`src/tcbdma_pkg.sv`:
```
package tcbdma_pkg;

  ////////////////////////////////////////////////////////////////////////////////
  // Register addresses on the special function register bus
  localparam logic [7:0] ADDR_INDEX_STATUS = 8'h3f;
  localparam logic [7:0] ADDR_MODE_ONE = 8'h40;
  localparam logic [7:0] ADDR_MODE_TWO = 8'h41;
  localparam logic [7:0] ADDR_SOURCE_LOW = 8'h42;
  localparam logic [7:0] ADDR_SOURCE_HIGH = 8'h43;
  localparam logic [7:0] ADDR_DESTINATION_LOW = 8'h44;
  localparam logic [7:0] ADDR_DESTINATION_HIGH = 8'h45;
  localparam logic [7:0] ADDR_COUNT_LOW = 8'h46;
  localparam logic [7:0] ADDR_COUNT_HIGH = 8'h47;

  ////////////////////////////////////////////////////////////////////////////////
  // Index and status register bit positions
  localparam int IS_INDEX_BIT = 7;
  localparam int IS_RELOAD_DISABLE_BIT = 6;
  localparam int IS_LATCH_CLEAR_BIT = 4;
  localparam int IS_TRIGGER_BIT = 2;
  localparam int IS_FLAG_BIT = 0;

  // Mode register two bit positions
  localparam int M2_RELOAD_NOW_BIT = 4;
  localparam int M2_SELECT_WIDTH = 4;

  ////////////////////////////////////////////////////////////////////////////////
  // Widths, field indices and reset values
  localparam int NUM_CHANNELS = 2;
  localparam int NUM_FIELDS = 3;
  localparam int FIELD_SOURCE = 0;
  localparam int FIELD_DESTINATION = 1;
  localparam int FIELD_COUNT = 2;
  localparam logic [7:0] RESET_BYTE = 8'h00;
  localparam logic [15:0] RESET_WORD = 16'h0000;
  localparam logic [15:0] STEP_ONE = 16'h0001;
  localparam logic [3:0] SELECT_NONE = 4'h0;

  // Mode register one, bit 7 down to bit 0
  typedef struct packed {
    logic channelEnable;
    logic deferredWriteLoad;
    logic stopAfterUnderflow;
    logic burstMode;
    logic destinationStepEnable;
    logic destinationStepDirection;
    logic sourceStepEnable;
    logic sourceStepDirection;
  } tcbdma_mode1_t;

  // Working pointers of one channel
  typedef struct packed {
    logic [15:0] count;
    logic [15:0] destination;
    logic [15:0] source;
  } tcbdma_ptrs_t;

  // Memory bus driven toward the shared memory
  typedef struct packed {
    logic [15:0] addr;
    logic read;
    logic write;
    logic [7:0] wdata;
  } tcbdma_mem_t;

  // Transfer sequencer states
  typedef enum logic [1:0] {
    ST_IDLE = 2'b00,
    ST_READ = 2'b01,
    ST_WRITE = 2'b10,
    ST_GAP = 2'b11
  } tcbdma_state_t;

  // Address step: hold, plus one, or minus one
  function automatic logic [15:0] tcbdma_step(input logic [15:0] a, input logic en,
                                              input logic dec);
    logic [15:0] r;
    r = a;
    if (en && dec) begin
      r = a - STEP_ONE;
    end else if (en) begin
      r = a + STEP_ONE;
    end
    return r;
  endfunction

endpackage

```
`src/tcbdma_req_latch.sv`:
```
`timescale 1ns/1ns
`default_nettype none
module tcbdma_req_latch
  import tcbdma_pkg::*;
#(
  parameter int SEL_WIDTH = M2_SELECT_WIDTH
) (
  input wire logic sys_clk,
  input wire logic sys_rst,
  input wire logic [(2**SEL_WIDTH)-1:0] sources,
  input wire logic [SEL_WIDTH-1:0] select,
  input wire logic softwareTrigger,
  input wire logic latchClear,
  input wire logic grant,
  output logic pending
);

  // Previous sample of every source, so a select change cannot fake a new edge
  logic [(2**SEL_WIDTH)-1:0] prevSources;
  // Rising edges of all sources
  wire logic [(2**SEL_WIDTH)-1:0] rise = sources & ~prevSources;
  // Selected hardware request; code zero means software only
  wire logic hwHit = (select != SEL_WIDTH'(SELECT_NONE)) && rise[select];
  wire logic setReq = hwHit || softwareTrigger;

  ////////////////////////////////////////////////////////////////////////////////
  // Sample latch: set wins over clear, many requests merge into one
  always_ff @(posedge sys_clk) begin
    if (sys_rst) begin
      prevSources <= '0;
      pending <= 1'b0;
    end else begin
      prevSources <= sources;
      if (setReq) begin
        pending <= 1'b1;
      end else if (grant || latchClear) begin
        pending <= 1'b0;
      end
    end
  end
endmodule // tcbdma_req_latch
`default_nettype wire

```
`src/tcbdma_channel.sv`:
```
`timescale 1ns/1ns
`default_nettype none
module tcbdma_channel
  import tcbdma_pkg::*;
(
  input wire logic sys_clk,
  input wire logic sys_rst,
  input wire logic [NUM_FIELDS-1:0] lowWrite,
  input wire logic [NUM_FIELDS-1:0] highWrite,
  input wire logic [NUM_FIELDS-1:0] highRead,
  input wire logic [7:0] wrData,
  input wire tcbdma_mode1_t mode,
  input wire logic reloadNow,
  input wire logic globalReloadDisable,
  input wire logic step,
  output tcbdma_ptrs_t ptrs,
  output logic [NUM_FIELDS-1:0][7:0] snapLow,
  output logic underflow
);

  // Working registers, reload latches and staged low bytes
  logic [NUM_FIELDS-1:0][15:0] work;
  logic [NUM_FIELDS-1:0][15:0] reloadLatch;
  logic [NUM_FIELDS-1:0][7:0] lowStage;

  // Per field step controls; the count always steps down by one
  wire logic [NUM_FIELDS-1:0] stepEn = {1'b1, mode.destinationStepEnable,
                                        mode.sourceStepEnable};
  wire logic [NUM_FIELDS-1:0] stepDec = {1'b1, mode.destinationStepDirection,
                                         mode.sourceStepDirection};
  // Addresses skip reload when the shared disable is set; the count never does
  wire logic [NUM_FIELDS-1:0] reloadOnUf = {1'b1, ~globalReloadDisable,
                                            ~globalReloadDisable};

  // Underflow is the step taken from a count of zero
  assign underflow = step && (work[FIELD_COUNT] == RESET_WORD);
  assign ptrs = {work[FIELD_COUNT], work[FIELD_DESTINATION], work[FIELD_SOURCE]};
  // Low bytes captured by the last high-byte read
  logic [NUM_FIELDS-1:0][7:0] snapReg;
  assign snapLow = snapReg;

  genvar f;
  generate
    for (f = 0; f < NUM_FIELDS; f++) begin : g_field
      // Next working value, highest priority first
      logic [15:0] nextWork;
      always_comb begin
        nextWork = work[f];
        if (highWrite[f] && !mode.deferredWriteLoad) begin
          nextWork = {wrData, lowStage[f]};
        end else if (reloadNow) begin
          nextWork = reloadLatch[f];
        end else if (underflow && reloadOnUf[f]) begin
          nextWork = reloadLatch[f];
        end else if (step) begin
          nextWork = tcbdma_step(work[f], stepEn[f], stepDec[f]);
        end
      end

      // Byte staging, latch transfer and read snapshot
      always_ff @(posedge sys_clk) begin
        if (sys_rst) begin
          work[f] <= RESET_WORD;
          reloadLatch[f] <= RESET_WORD;
          lowStage[f] <= RESET_BYTE;
          snapReg[f] <= RESET_BYTE;
        end else begin
          work[f] <= nextWork;
          if (lowWrite[f]) begin
            lowStage[f] <= wrData;
          end
          if (highWrite[f]) begin
            reloadLatch[f] <= {wrData, lowStage[f]};
          end
          if (highRead[f]) begin
            snapReg[f] <= work[f][7:0];
          end
        end
      end
    end
  endgenerate

endmodule // tcbdma_channel
`default_nettype wire

```
`src/two_channel_byte_dma.sv`:
```
`timescale 1ns/1ns
`default_nettype none
// Summary of operation
// - Channel zero wins over channel one when both wait in idle
// - Each byte takes a read then a write
// - CPU and other channel held during byte
// - Read byte held, written next cycle
// - Two free CPU cycles (gap, idle) between separate transfers
// - Single mode one byte, burst several bytes
// - Sixteen-bit source and destination per channel
// - Count drops by one per byte
// - Up to 65,536 bytes before underflow
// - Mode bits choose increment, decrement or hold
// - Underflow reloads, sets flag, raises interrupt
// - Global bit blocks address reload, both channels
// - Stop-after-underflow clears channel enable
// - Reload-now loads the visible channel's registers from latches
// - Index bit seven picks visible channel
// - High write loads working unless deferred
// - Hardware peripheral and software request sources
// - High read first, low returns snapshot
// - Software trigger bit starts a transfer
// - Zero select means software trigger only
// - Request latch clears, extra requests merge
module two_channel_byte_dma
  import tcbdma_pkg::*;
(
  input wire logic sys_clk,
  input wire logic sys_rst,
  input wire logic [7:0] regAddr,
  input wire logic regWrite,
  input wire logic regRead,
  input wire logic [7:0] regWrData,
  output logic [7:0] regRdData,
  input wire logic [NUM_CHANNELS-1:0][15:0] reqSources,
  output tcbdma_mem_t memBus,
  input wire logic [7:0] memRdData,
  output logic cpuHold,
  output logic [NUM_CHANNELS-1:0] channelIrq
);

  ////////////////////////////////////////////////////////////////////////////////
  // Control and status state

  // Visible channel index
  logic channelSelect;
  // Shared address reload disable
  logic globalReloadDisable;
  // Sticky underflow flags
  logic [NUM_CHANNELS-1:0] underflowFlag;
  // Per channel mode registers
  tcbdma_mode1_t mode1 [NUM_CHANNELS];
  logic [NUM_CHANNELS-1:0][M2_SELECT_WIDTH-1:0] hwSelect;
  // Sequencer
  tcbdma_state_t state;
  tcbdma_state_t next_state;
  logic activeCh;
  logic next_activeCh;
  // Underflow seen on the current byte; ends a burst
  logic ufSeen;

  // Channel outputs
  tcbdma_ptrs_t ptrs [NUM_CHANNELS];
  logic [NUM_CHANNELS-1:0][NUM_FIELDS-1:0][7:0] snapLow;
  logic [NUM_CHANNELS-1:0] underflow;
  logic [NUM_CHANNELS-1:0] pending;

  ////////////////////////////////////////////////////////////////////////////////
  // Register decode

  wire logic wrStatus = regWrite && (regAddr == ADDR_INDEX_STATUS);
  wire logic wrMode1 = regWrite && (regAddr == ADDR_MODE_ONE);
  wire logic wrMode2 = regWrite && (regAddr == ADDR_MODE_TWO);
  // Low and high byte strobes of the three pointer fields
  wire logic [NUM_FIELDS-1:0] addrLow = {regAddr == ADDR_COUNT_LOW,
                                         regAddr == ADDR_DESTINATION_LOW,
                                         regAddr == ADDR_SOURCE_LOW};
  wire logic [NUM_FIELDS-1:0] addrHigh = {regAddr == ADDR_COUNT_HIGH,
                                          regAddr == ADDR_DESTINATION_HIGH,
                                          regAddr == ADDR_SOURCE_HIGH};
  // Reload command bit of mode register two
  wire logic reloadCmd = wrMode2 && regWrData[M2_RELOAD_NOW_BIT];
  // Flag bits written with zero are cleared
  wire logic [NUM_CHANNELS-1:0] flagClear =
    {NUM_CHANNELS{wrStatus}} & ~regWrData[IS_FLAG_BIT +: NUM_CHANNELS];
  // Trigger and latch-clear bits act only on the write cycle
  wire logic [NUM_CHANNELS-1:0] swTrigger =
    {NUM_CHANNELS{wrStatus}} & regWrData[IS_TRIGGER_BIT +: NUM_CHANNELS];
  wire logic [NUM_CHANNELS-1:0] latchClear =
    {NUM_CHANNELS{wrStatus}} & regWrData[IS_LATCH_CLEAR_BIT +: NUM_CHANNELS];

  // Serviceable requests
  wire logic [NUM_CHANNELS-1:0] req = pending & {mode1[1].channelEnable,
                                                 mode1[0].channelEnable};
  // Grant only from idle; the gap state keeps the CPU cycle free
  wire logic grantValid = (state == ST_IDLE) && (req != '0);
  wire logic grantCh = !req[0];
  // Step pulse for the active channel, taken on its read cycle
  wire logic stepNow = (state == ST_READ);
  // Burst carries on until underflow or disable
  wire logic burstGo = mode1[activeCh].burstMode && mode1[activeCh].channelEnable && !ufSeen;

  ////////////////////////////////////////////////////////////////////////////////
  // Channels and their request latches

  genvar c;
  generate
    for (c = 0; c < NUM_CHANNELS; c++) begin : g_chan
      // Only the channel picked by the index sees pointer and mode register strobes
      wire logic picked = (channelSelect == 1'(c));
      wire logic [NUM_FIELDS-1:0] lowWr = addrLow & {NUM_FIELDS{regWrite && picked}};
      wire logic [NUM_FIELDS-1:0] highWr = addrHigh & {NUM_FIELDS{regWrite && picked}};
      wire logic [NUM_FIELDS-1:0] highRd = addrHigh & {NUM_FIELDS{regRead && picked}};

      tcbdma_channel u_channel (
        .sys_clk(sys_clk),
        .sys_rst(sys_rst),
        .lowWrite(lowWr),
        .highWrite(highWr),
        .highRead(highRd),
        .wrData(regWrData),
        .mode(mode1[c]),
        .reloadNow(reloadCmd && picked),
        .globalReloadDisable(globalReloadDisable),
        .step(stepNow && (activeCh == 1'(c))),
        .ptrs(ptrs[c]),
        .snapLow(snapLow[c]),
        .underflow(underflow[c])
      );

      tcbdma_req_latch u_req_latch (
        .sys_clk(sys_clk),
        .sys_rst(sys_rst),
        .sources(reqSources[c]),
        .select(hwSelect[c]),
        .softwareTrigger(swTrigger[c]),
        .latchClear(latchClear[c]),
        .grant(grantValid && (grantCh == 1'(c))),
        .pending(pending[c])
      );

      // Mode registers; hardware stop wins over a software write
      always_ff @(posedge sys_clk) begin
        if (sys_rst) begin
          mode1[c] <= '0;
          hwSelect[c] <= SELECT_NONE;
        end else begin
          if (wrMode1 && picked) begin
            mode1[c] <= regWrData;
          end
          if (wrMode2 && picked) begin
            hwSelect[c] <= regWrData[M2_SELECT_WIDTH-1:0];
          end
          if (underflow[c] && mode1[c].stopAfterUnderflow) begin
            mode1[c].channelEnable <= 1'b0;
          end
        end
      end
    end
  endgenerate

  ////////////////////////////////////////////////////////////////////////////////
  // Transfer sequencer: idle, read, write, then a free CPU cycle
  always_comb begin
    next_state = state;
    next_activeCh = activeCh;
    case (state)
      ST_IDLE: begin
        if (grantValid) begin
          next_state = ST_READ;
          next_activeCh = grantCh;
        end
      end
      ST_READ: begin
        next_state = ST_WRITE;
      end
      ST_WRITE: begin
        // Burst bytes follow back to back; anything else yields a cycle
        next_state = burstGo ? ST_READ : ST_GAP;
      end
      ST_GAP: begin
        next_state = ST_IDLE;
      end
      default: begin
        next_state = ST_IDLE;
      end
    endcase
  end

  // Registered memory outputs follow the next state
  wire logic [15:0] next_addr = (next_state == ST_WRITE) ?
                                ptrs[activeCh].destination : ptrs[next_activeCh].source;
  wire logic next_busy = (next_state == ST_READ) || (next_state == ST_WRITE);

  always_ff @(posedge sys_clk) begin
    if (sys_rst) begin
      state <= ST_IDLE;
      activeCh <= 1'b0;
      ufSeen <= 1'b0;
      memBus <= '0;
      cpuHold <= 1'b0;
    end else begin
      state <= next_state;
      activeCh <= next_activeCh;
      ufSeen <= stepNow ? underflow[activeCh] : ufSeen;
      memBus.addr <= next_busy ? next_addr : memBus.addr;
      memBus.read <= (next_state == ST_READ);
      memBus.write <= (next_state == ST_WRITE);
      cpuHold <= next_busy;
      // The write data flop is the holding register
      if (state == ST_READ) begin
        memBus.wdata <= memRdData;
      end
    end
  end

  ////////////////////////////////////////////////////////////////////////////////
  // Status register, flags and interrupt pulses
  always_ff @(posedge sys_clk) begin
    if (sys_rst) begin
      channelSelect <= 1'b0;
      globalReloadDisable <= 1'b0;
      underflowFlag <= '0;
      channelIrq <= '0;
    end else begin
      if (wrStatus) begin
        channelSelect <= regWrData[IS_INDEX_BIT];
        globalReloadDisable <= regWrData[IS_RELOAD_DISABLE_BIT];
      end
      // A new underflow beats a clear in the same cycle
      underflowFlag <= (underflowFlag & ~flagClear) | underflow;
      channelIrq <= underflow;
    end
  end

  ////////////////////////////////////////////////////////////////////////////////
  // Read data mux; the low byte of a pointer comes from the snapshot
  wire logic [7:0] statusRead = {channelSelect, globalReloadDisable, 4'h0, underflowFlag};
  wire tcbdma_ptrs_t selPtrs = ptrs[channelSelect];
  logic [7:0] readMux;
  always_comb begin
    case (regAddr)
      ADDR_INDEX_STATUS: readMux = statusRead;
      ADDR_MODE_ONE: readMux = mode1[channelSelect];
      ADDR_MODE_TWO: readMux = {4'h0, hwSelect[channelSelect]};
      ADDR_SOURCE_LOW: readMux = snapLow[channelSelect][FIELD_SOURCE];
      ADDR_SOURCE_HIGH: readMux = selPtrs.source[15:8];
      ADDR_DESTINATION_LOW: readMux = snapLow[channelSelect][FIELD_DESTINATION];
      ADDR_DESTINATION_HIGH: readMux = selPtrs.destination[15:8];
      ADDR_COUNT_LOW: readMux = snapLow[channelSelect][FIELD_COUNT];
      ADDR_COUNT_HIGH: readMux = selPtrs.count[15:8];
      default: readMux = RESET_BYTE;
    endcase
  end

  always_ff @(posedge sys_clk) begin
    if (sys_rst) begin
      regRdData <= RESET_BYTE;
    end else if (regRead) begin
      regRdData <= readMux;
    end
  end
endmodule // two_channel_byte_dma
`default_nettype wire

```
`config.mk`:
```
export PLATFORM = sky130hd
export DESIGN_NAME = two_channel_byte_dma
export DESIGN_NICKNAME = d
export VERILOG_FILES = /design/src/tcbdma_pkg.sv /design/src/tcbdma_req_latch.sv /design/src/tcbdma_channel.sv /design/src/two_channel_byte_dma.sv
export SDC_FILE = /design/constraint.sdc
export NUM_CORES = 1
export LEC_CHECK = 0
export BUFFER_PORTS_ARGS = -buffer_cell sky130_fd_sc_hd__buf_2
export CORE_ASPECT_RATIO = 0.9
export CORE_UTILIZATION = 60
export DETAILED_ROUTE_END_ITERATION = 7
export GPL_ROUTABILITY_DRIVEN = 1
export PLACE_DENSITY = 0.77
export SLEW_MARGIN = 20
export SYNTH_ARGS = -nofsm -noshare
export SYNTH_HDL_FRONTEND = slang
export SYNTH_HIERARCHICAL = 1
export SYNTH_SLANG_ARGS = --single-unit
```
`constraint.sdc`:
```
create_clock -name sys_clk -period 4.39 [get_ports sys_clk]
set_input_delay 0.2195 -clock sys_clk [delete_from_list [all_inputs] [get_ports sys_clk]]
set_output_delay 0.2195 -clock sys_clk [all_outputs]
set_load 0.01 [all_outputs]
```
==> reports/results.ini, run 1 <==
[run_status]
outcome=completed

[critical_path]
cp_slowest_cell=a21oi_2
critPathMaxStageDelay_ns=0.74
end_kind=flop
crit_type=flop to flop
critPathRequiredTime_ns=4.83
crit_path_start_kind=flop
worstPathCellList=inv_1 -> and3_1 -> nor4bb_1 -> and4_1 -> a21oi_2 -> buf_4 -> nor2_1 -> a31o_1 -> a2111oi_2
crit_buf_inv=2
crit_family=compound AO/OA/AOI/OAI gates
arrival_ns=3.84
cp_max_fo=18

[detailed_routing]
vias=19200
final_antenna_net_count=0
drc=0
routed_wl_um=67000
first_pass_iters=5
wire_per_inst_um=22.7
avgViaCountPerCell=6.53
drtIter0Drc=1939

[yosys]
syn_nets=2513
netlist_area_um2=20900
yosysWarningCount=6
ys_dominant_reg_cell=dfxtp_1
synth-seq-cells=392
synth_top_area_share_pct=36.0
synthCells=2445
synth_edf_count=16
postSynth.asyncResetShare_pct=0
synth_area_per_cell_um2=8.54
yosysTopAreaCell=dfxtp_1
ys_seq_area_share_pct=38.3
ys_top_cells_by_area=dfxtp_1, mux2i_1, nor2_1, nand2_1, xnor2_1
synth_cell_types=81

[global_route]
grt_pass1_vias=18100
antenna_found_initial=1
grt_overflow_total=0
grt_max_degree=138
grt_pass1_wl_um=103000
grtUsageTotal_pct=37.5

[timing]
grt_setup_unrepaired=false
setup_violations=0
min_period_ns=3.39
hold_viol=0
period_share_pct=77.3
max_slew_margin_pct=29.2
drv_slew=0
tns_ns=0
fmaxAchievable_mhz=295
tightest_slew_ns=1.06
finalClockSkew_ns=0.0246
setup_ws_ns=0.995

[placed_design]
port_buffers=96
hpwl_um=44200
dp_cells=2832
place_congestion=0.963
dp_slack_ns=0.627

[die]
rows=64
coreArea_um2=34100
die_w_um=199
pin_count=97
die_y_um=179
dieArea_um2=35600
initial_core_util_pct=61.2

[clock_tree]
path_clk_slew_ns=0.07
cts_root_buffer=clkbuf_16
cts_made_buffers=41
clockBufferDepth=3
ctsHtreeMaxLevel=2
tritoncts=done
post_cts_resized=0
clock_sinks=392
clk-insertion-delay-late_ns=0.57

[final_layout]
area_growth_syn_to_layout_pct=11.0
nets=2521
fillers=2760
instances_no_fill=2948
drive_above_1_share_pct=11.0

[flow_run]
maxCapViolCount=0

[pwr]
ir_worst_vdd_v=0.000312
power_uw=7440
p_per_area_nw_per_um2=321
p_leak_uw=0.00831

[worst_hold_path]
hold_path_class=primary input to flop

-- timing repair --
item / in CTS / in global routing
setup buffers: 0 / 0
hold buffers: 40 / 0
endpoints found under the hold margin: 40 / 0
-- logic make-up (layout without fill, tap and decap cells) --
logic type                 after synthesis  after routing  share of synthesized area [%]
adders and majority gates                8              8                          0.479
other                                    0              1                              0
muxes                                  303            303                           15.6
AOI/OAI and AO/OA                      413            413                           13.7
DFF                                    392            392                           38.3
buffers and inverters                  235            275                           4.64
and+or+nand+nor                       1004           1004                           23.5
xor gates and xnor gates                90             90                           3.77
-- registers in the layout, indices dropped and copies added, names as in the netlist, named ones only --
name,cells
g_chan.u_req_latch/pending,2
regRdData,8
globalReloadDisable,1
channelSelect,1
activeCh,1
cpuHold,1
underflowFlag,2
g_chan.u_channel/snapLow,48
g_chan.u_req_latch/prevSources,32
g_chan.u_channel/lowStage,48
g_chan.u_channel/reloadLatch,96
ufSeen,1
state,2
channelIrq,2
g_chan.u_channel/ptrs,96
mode1,16
memBus,26
hwSelect,8
-- synth_stat cells (27+ instances only) --
cell	instances
nor2_1	386
dfxtp_1	376
mux2i_1	281
nand2_1	206
clkbuf_1	150
a21oi_1	96
nor3_1	82
xnor2_1	70
o21ai_0	67
a211oi_1	66
nand3_1	55
nor2b_1	44
buf_2	40
and2_1	31
nor4_1	27
-- through the flow --
stage | utilization, % | hold WS [ns] | cell area (µm²)
floorplan | - | 0.291 | 20900
global placement | 62.9 | 0.438 | 21500
detailed placement | 62.9 | 0.446 | 21500
CTS | 67.9 | 0.0647 | 23200
global route | 68.0 | 0.0817 | 23200
finish | 68.0 | 0.0941 | 23200
-- power by group --
group	leakage [µW]	internal (µW)	switching (µW)
registers	0.00320	3610	29.9
logic	0.00447	129	238
clock network	0.000641	1930	1500
-- per-layer routing --
layer | up-vias | GRT usage (%) | part of all wire [%] | routed length, µm
li1 | 8780 | - | - | -
met1 | 9274 | 50.8 | 42 | 27900
met2 | 986 | 57.4 | 44 | 29500
met3 | 195 | 6.66 | 9.8 | 6580
met4 | 2 | 18.4 | 4.4 | 2970
met5 | - | 0 | 0.013 | 9
-- cell usage in the layout, fill, tap and decap left out, types with 22 or more instances in the layout --
cell type / netlist / final
nor2_1: 386 / 378
dfxtp_1: 376 / 375
mux2i_1: 281 / 281
nand2_1: 206 / 206
buf_2: 40 / 95
a21oi_1: 96 / 94
nor3_1: 82 / 78
xnor2_1: 70 / 70
o21ai_0: 67 / 67
a211oi_1: 66 / 66
nand3_1: 55 / 55
clkbuf_16: 0 / 43
nor2b_1: 44 / 42
buf_4: 2 / 40
dlygate4sd3_1: 0 / 40
and2_1: 31 / 31
nor4_1: 27 / 27
inv_1: 23 / 23
or3_1: 23 / 23
and3_1: 22 / 22
-- worst reg2reg max path, cell delays in order (launching register included) --
cell and delay [ns]:
dfxtp_1 0.53, inv_1 0.14, and3_1 0.35, nor4bb_1 0.23, and4_1 0.38, a21oi_2 0.75, buf_4 0.32, nor2_1 0.05
a31o_1 0.19, a2111oi_2 0.34
-- final cells by class --
class                   count  area, µm²  area share [%]
diodes                      1       2.50          0.0108
clock buffers              57       1170            5.04
clock inverters            18        134           0.577
inverters                  23       86.3           0.372
multi-input cells        1818      12000            51.7
flip-flops and latches    392       8010            34.5
well taps                 462        578            2.49
repair buffers            177       1210            5.22
-- worst paths after layout --
check,start,depth (start not counted),endpoint,slack [ns]
hold reg to reg,memBus[4],2,memBus[4],0.46
hold / removal,regRead,2,regRdData[3],0.09
setup / recovery,state[1],9,g_chan[1].u_channel/ptrs[13],1.0
setup reg to reg,state[1],9,g_chan[1].u_channel/ptrs[13],1.0
Note: power is estimated with default switching activity, not from simulation.
==> run 2, diff against run 1 <==
--- a/config.mk
+++ b/config.mk
@@ -7,10 +7,10 @@
 export LEC_CHECK = 0
 export BUFFER_PORTS_ARGS = -buffer_cell sky130_fd_sc_hd__buf_2
 export CORE_ASPECT_RATIO = 0.9
-export CORE_UTILIZATION = 60
+export CORE_UTILIZATION = 56
 export DETAILED_ROUTE_END_ITERATION = 7
 export GPL_ROUTABILITY_DRIVEN = 1
-export PLACE_DENSITY = 0.77
+export PLACE_DENSITY = 0.76
 export SLEW_MARGIN = 20
 export SYNTH_ARGS = -nofsm -noshare
 export SYNTH_HDL_FRONTEND = slang
==> constraint.sdc (replaced) <==
create_clock -name sys_clk -period 2.94 [get_ports sys_clk]
set_input_delay 0.147 -clock sys_clk [delete_from_list [all_inputs] [get_ports sys_clk]]
set_output_delay 0.147 -clock sys_clk [all_outputs]
set_load 0.01 [all_outputs]
==> reports/results.ini, run 2 (same netlist as run 1, synthesis figures left out) <==
[run_status]
outcome=completed

[die]
die_y_um=185  ; +3.5%
dieArea_um2=38100  ; +7.1%
die_w_um=206  ; +3.5%
coreArea_um2=36400  ; +6.8%
pin_count=97  ; unchanged
rows=66  ; +3.1%
initial_core_util_pct=57.3  ; -3.9 points

[final_layout]
nets=2592  ; +2.8%
final_common_cell=nor2_1
multi_input_area_um2=12000  ; about the same
regArea_um2=8010  ; unchanged
mostFrequentLayoutCells=nor2_1, dfxtp_1, mux2i_1, nand2_1, buf_4
fillers=2995  ; +8.5%
diodes=0  ; -1
area_growth_syn_to_layout_pct=14.4
drive_above_1_share_pct=13.5  ; +2.5 points
postLayoutCoreUtil_pct=65.6  ; -2.3 points
instances_no_fill=3033  ; +2.9%

[timing]
max_slew_margin_pct=37.1  ; +7.9 points
finalClockSkew_ns=0.0236  ; -0.00101 ns
tightest_slew_ns=0.943  ; -0.118 ns
hold_viol=0  ; unchanged
period_share_pct=93.6  ; +16 points
tns_ns=0  ; unchanged
min_period_ns=2.75  ; -0.644 ns
grt_setup_unrepaired=false
fmaxAchievable_mhz=364  ; +23%
setup_violations=0  ; unchanged
drv_slew=0  ; unchanged

[worst_hold_path]
hold_path_class=primary input to flop

[flow_run]
maxCapViolCount=0  ; unchanged

[detailed_routing]
drtIter0Drc=2311  ; +19%
avgViaCountPerCell=6.43  ; -1.5%
final_antenna_net_count=0  ; unchanged
drc=0  ; unchanged
wire_per_inst_um=22.8  ; +0.33%
first_pass_iters=6  ; +1
routed_wl_um=69100  ; +3.2%
vias=19500  ; +1.4%

[critical_path]
crit_path_start_kind=flop
cp_max_fo=35  ; +17
end_kind=flop
critPathRequiredTime_ns=3.36  ; -1.47 ns
arrival_ns=3.17  ; -0.67 ns
crit_type=flop to flop

[placed_design]
hpwl_um=46000  ; +4.1%
place_congestion=0.944  ; -2.0%
dp_cells=2915  ; +2.9%
port_buffers=96  ; unchanged

[global_route]
grt_pass1_vias=18600  ; +2.8%
antenna_found_initial=1  ; unchanged
grtUsageTotal_pct=35.6  ; -1.8 points
grt_max_degree=98  ; -29%
grt_pass1_wl_um=105000  ; +2.5%
grt_overflow_total=0  ; unchanged

[clock_tree]
clk-insertion-delay-late_ns=0.56  ; about the same
cts_made_buffers=41  ; unchanged
clockBufferDepth=3  ; unchanged
path_clk_slew_ns=0.06  ; about the same
ctsHtreeMaxLevel=2  ; unchanged
tritoncts=done
clock_sinks=392  ; unchanged
cts_root_buffer=clkbuf_16

[pwr]
p_per_area_nw_per_um2=474  ; +48%
ir_worst_vdd_v=0.000460  ; +47%
power_uw=11300  ; +52%
p_leak_uw=0.00872  ; +4.9%

-- run 2: changes by cell type in the layout (fill, tap and decap cells not counted), sizes merged --
cell and delta:
buf +69, clkbuf -6, inv +4, bufinv +2, dlygate4sd3 +2, clkinv +1
diode -1
-- run 2: report_power, final --
| group | internal, µW | switching, µW | leakage (µW) |
|---|---|---|---|
| clock network | 3030 | 2300 | 0.000672 |
| registers | 5380 | 31.4 | 0.00320 |
| logic | 209 | 383 | 0.00485 |
-- run 2: layout make-up --
type,count,area share [%]
Multi-Input combinational cell,1818,50.2
Sequential cell,392,33.5
Timing Repair Buffer,248,7.68
Clock buffer,51,4.71
Tap cell,476,2.49
Clock inverter,25,1.06
Inverter,23,0.361
-- run 2: through the flow --
step	cell area (µm²)	setup slack [ns]	hold slack, ns
final	23900	0.189	0.0199
after global routing	23900	0.114	0.0568
after CTS	23900	0.170	0.00501
after detailed placement	22100	0.0126	0.379
after global placement	22100	0.100	0.371
after floorplan	20900	0.0369	0.219
-- run 2: repair_timing --
action,CTS,global route
buffers inserted,0,0
gates resized for setup,1,0
setup endpoints to repair,1,0
hold buffers,42,0
endpoints found under the hold margin,44,0
-- run 2: worst max-delay path: stages (launching register included) --
cell      delay [ns]
dfxtp_1         0.31
inv_1           0.10
nand2_1         0.08
nor2_1          0.28
nor4bb_1        0.34
and4_1          0.39
buf_4           0.19
a21o_1          0.15
buf_12          0.23
nor3_2          0.16
a221oi_1        0.30
nor2_1          0.06
-- run 2: routing by layer --
layer / vias to the layer above / global-route usage, % / wire (µm)
met2: 1108 / 57.0 / 30900
met5: - / 0 / 0
met4: 0 / 15.7 / 3020
met1: 9269 / 47.0 / 28100
li1: 8906 / - / -
met3: 220 / 6.23 / 7100
-- run 2: final timing paths --
| path | from | end | slack (ns) | cells past startpoint |
|---|---|---|---|---|
| worst max-delay path | state[1] | g_chan[0].u_channel/ptrs[17] | 0.19 | 11 |
| worst min-delay path | sys_rst | activeCh | 0.02 | 2 |
| worst max register to register | state[1] | g_chan[0].u_channel/ptrs[17] | 0.19 | 11 |
| worst min register to register | memBus[4] | memBus[4] | 0.45 | 2 |
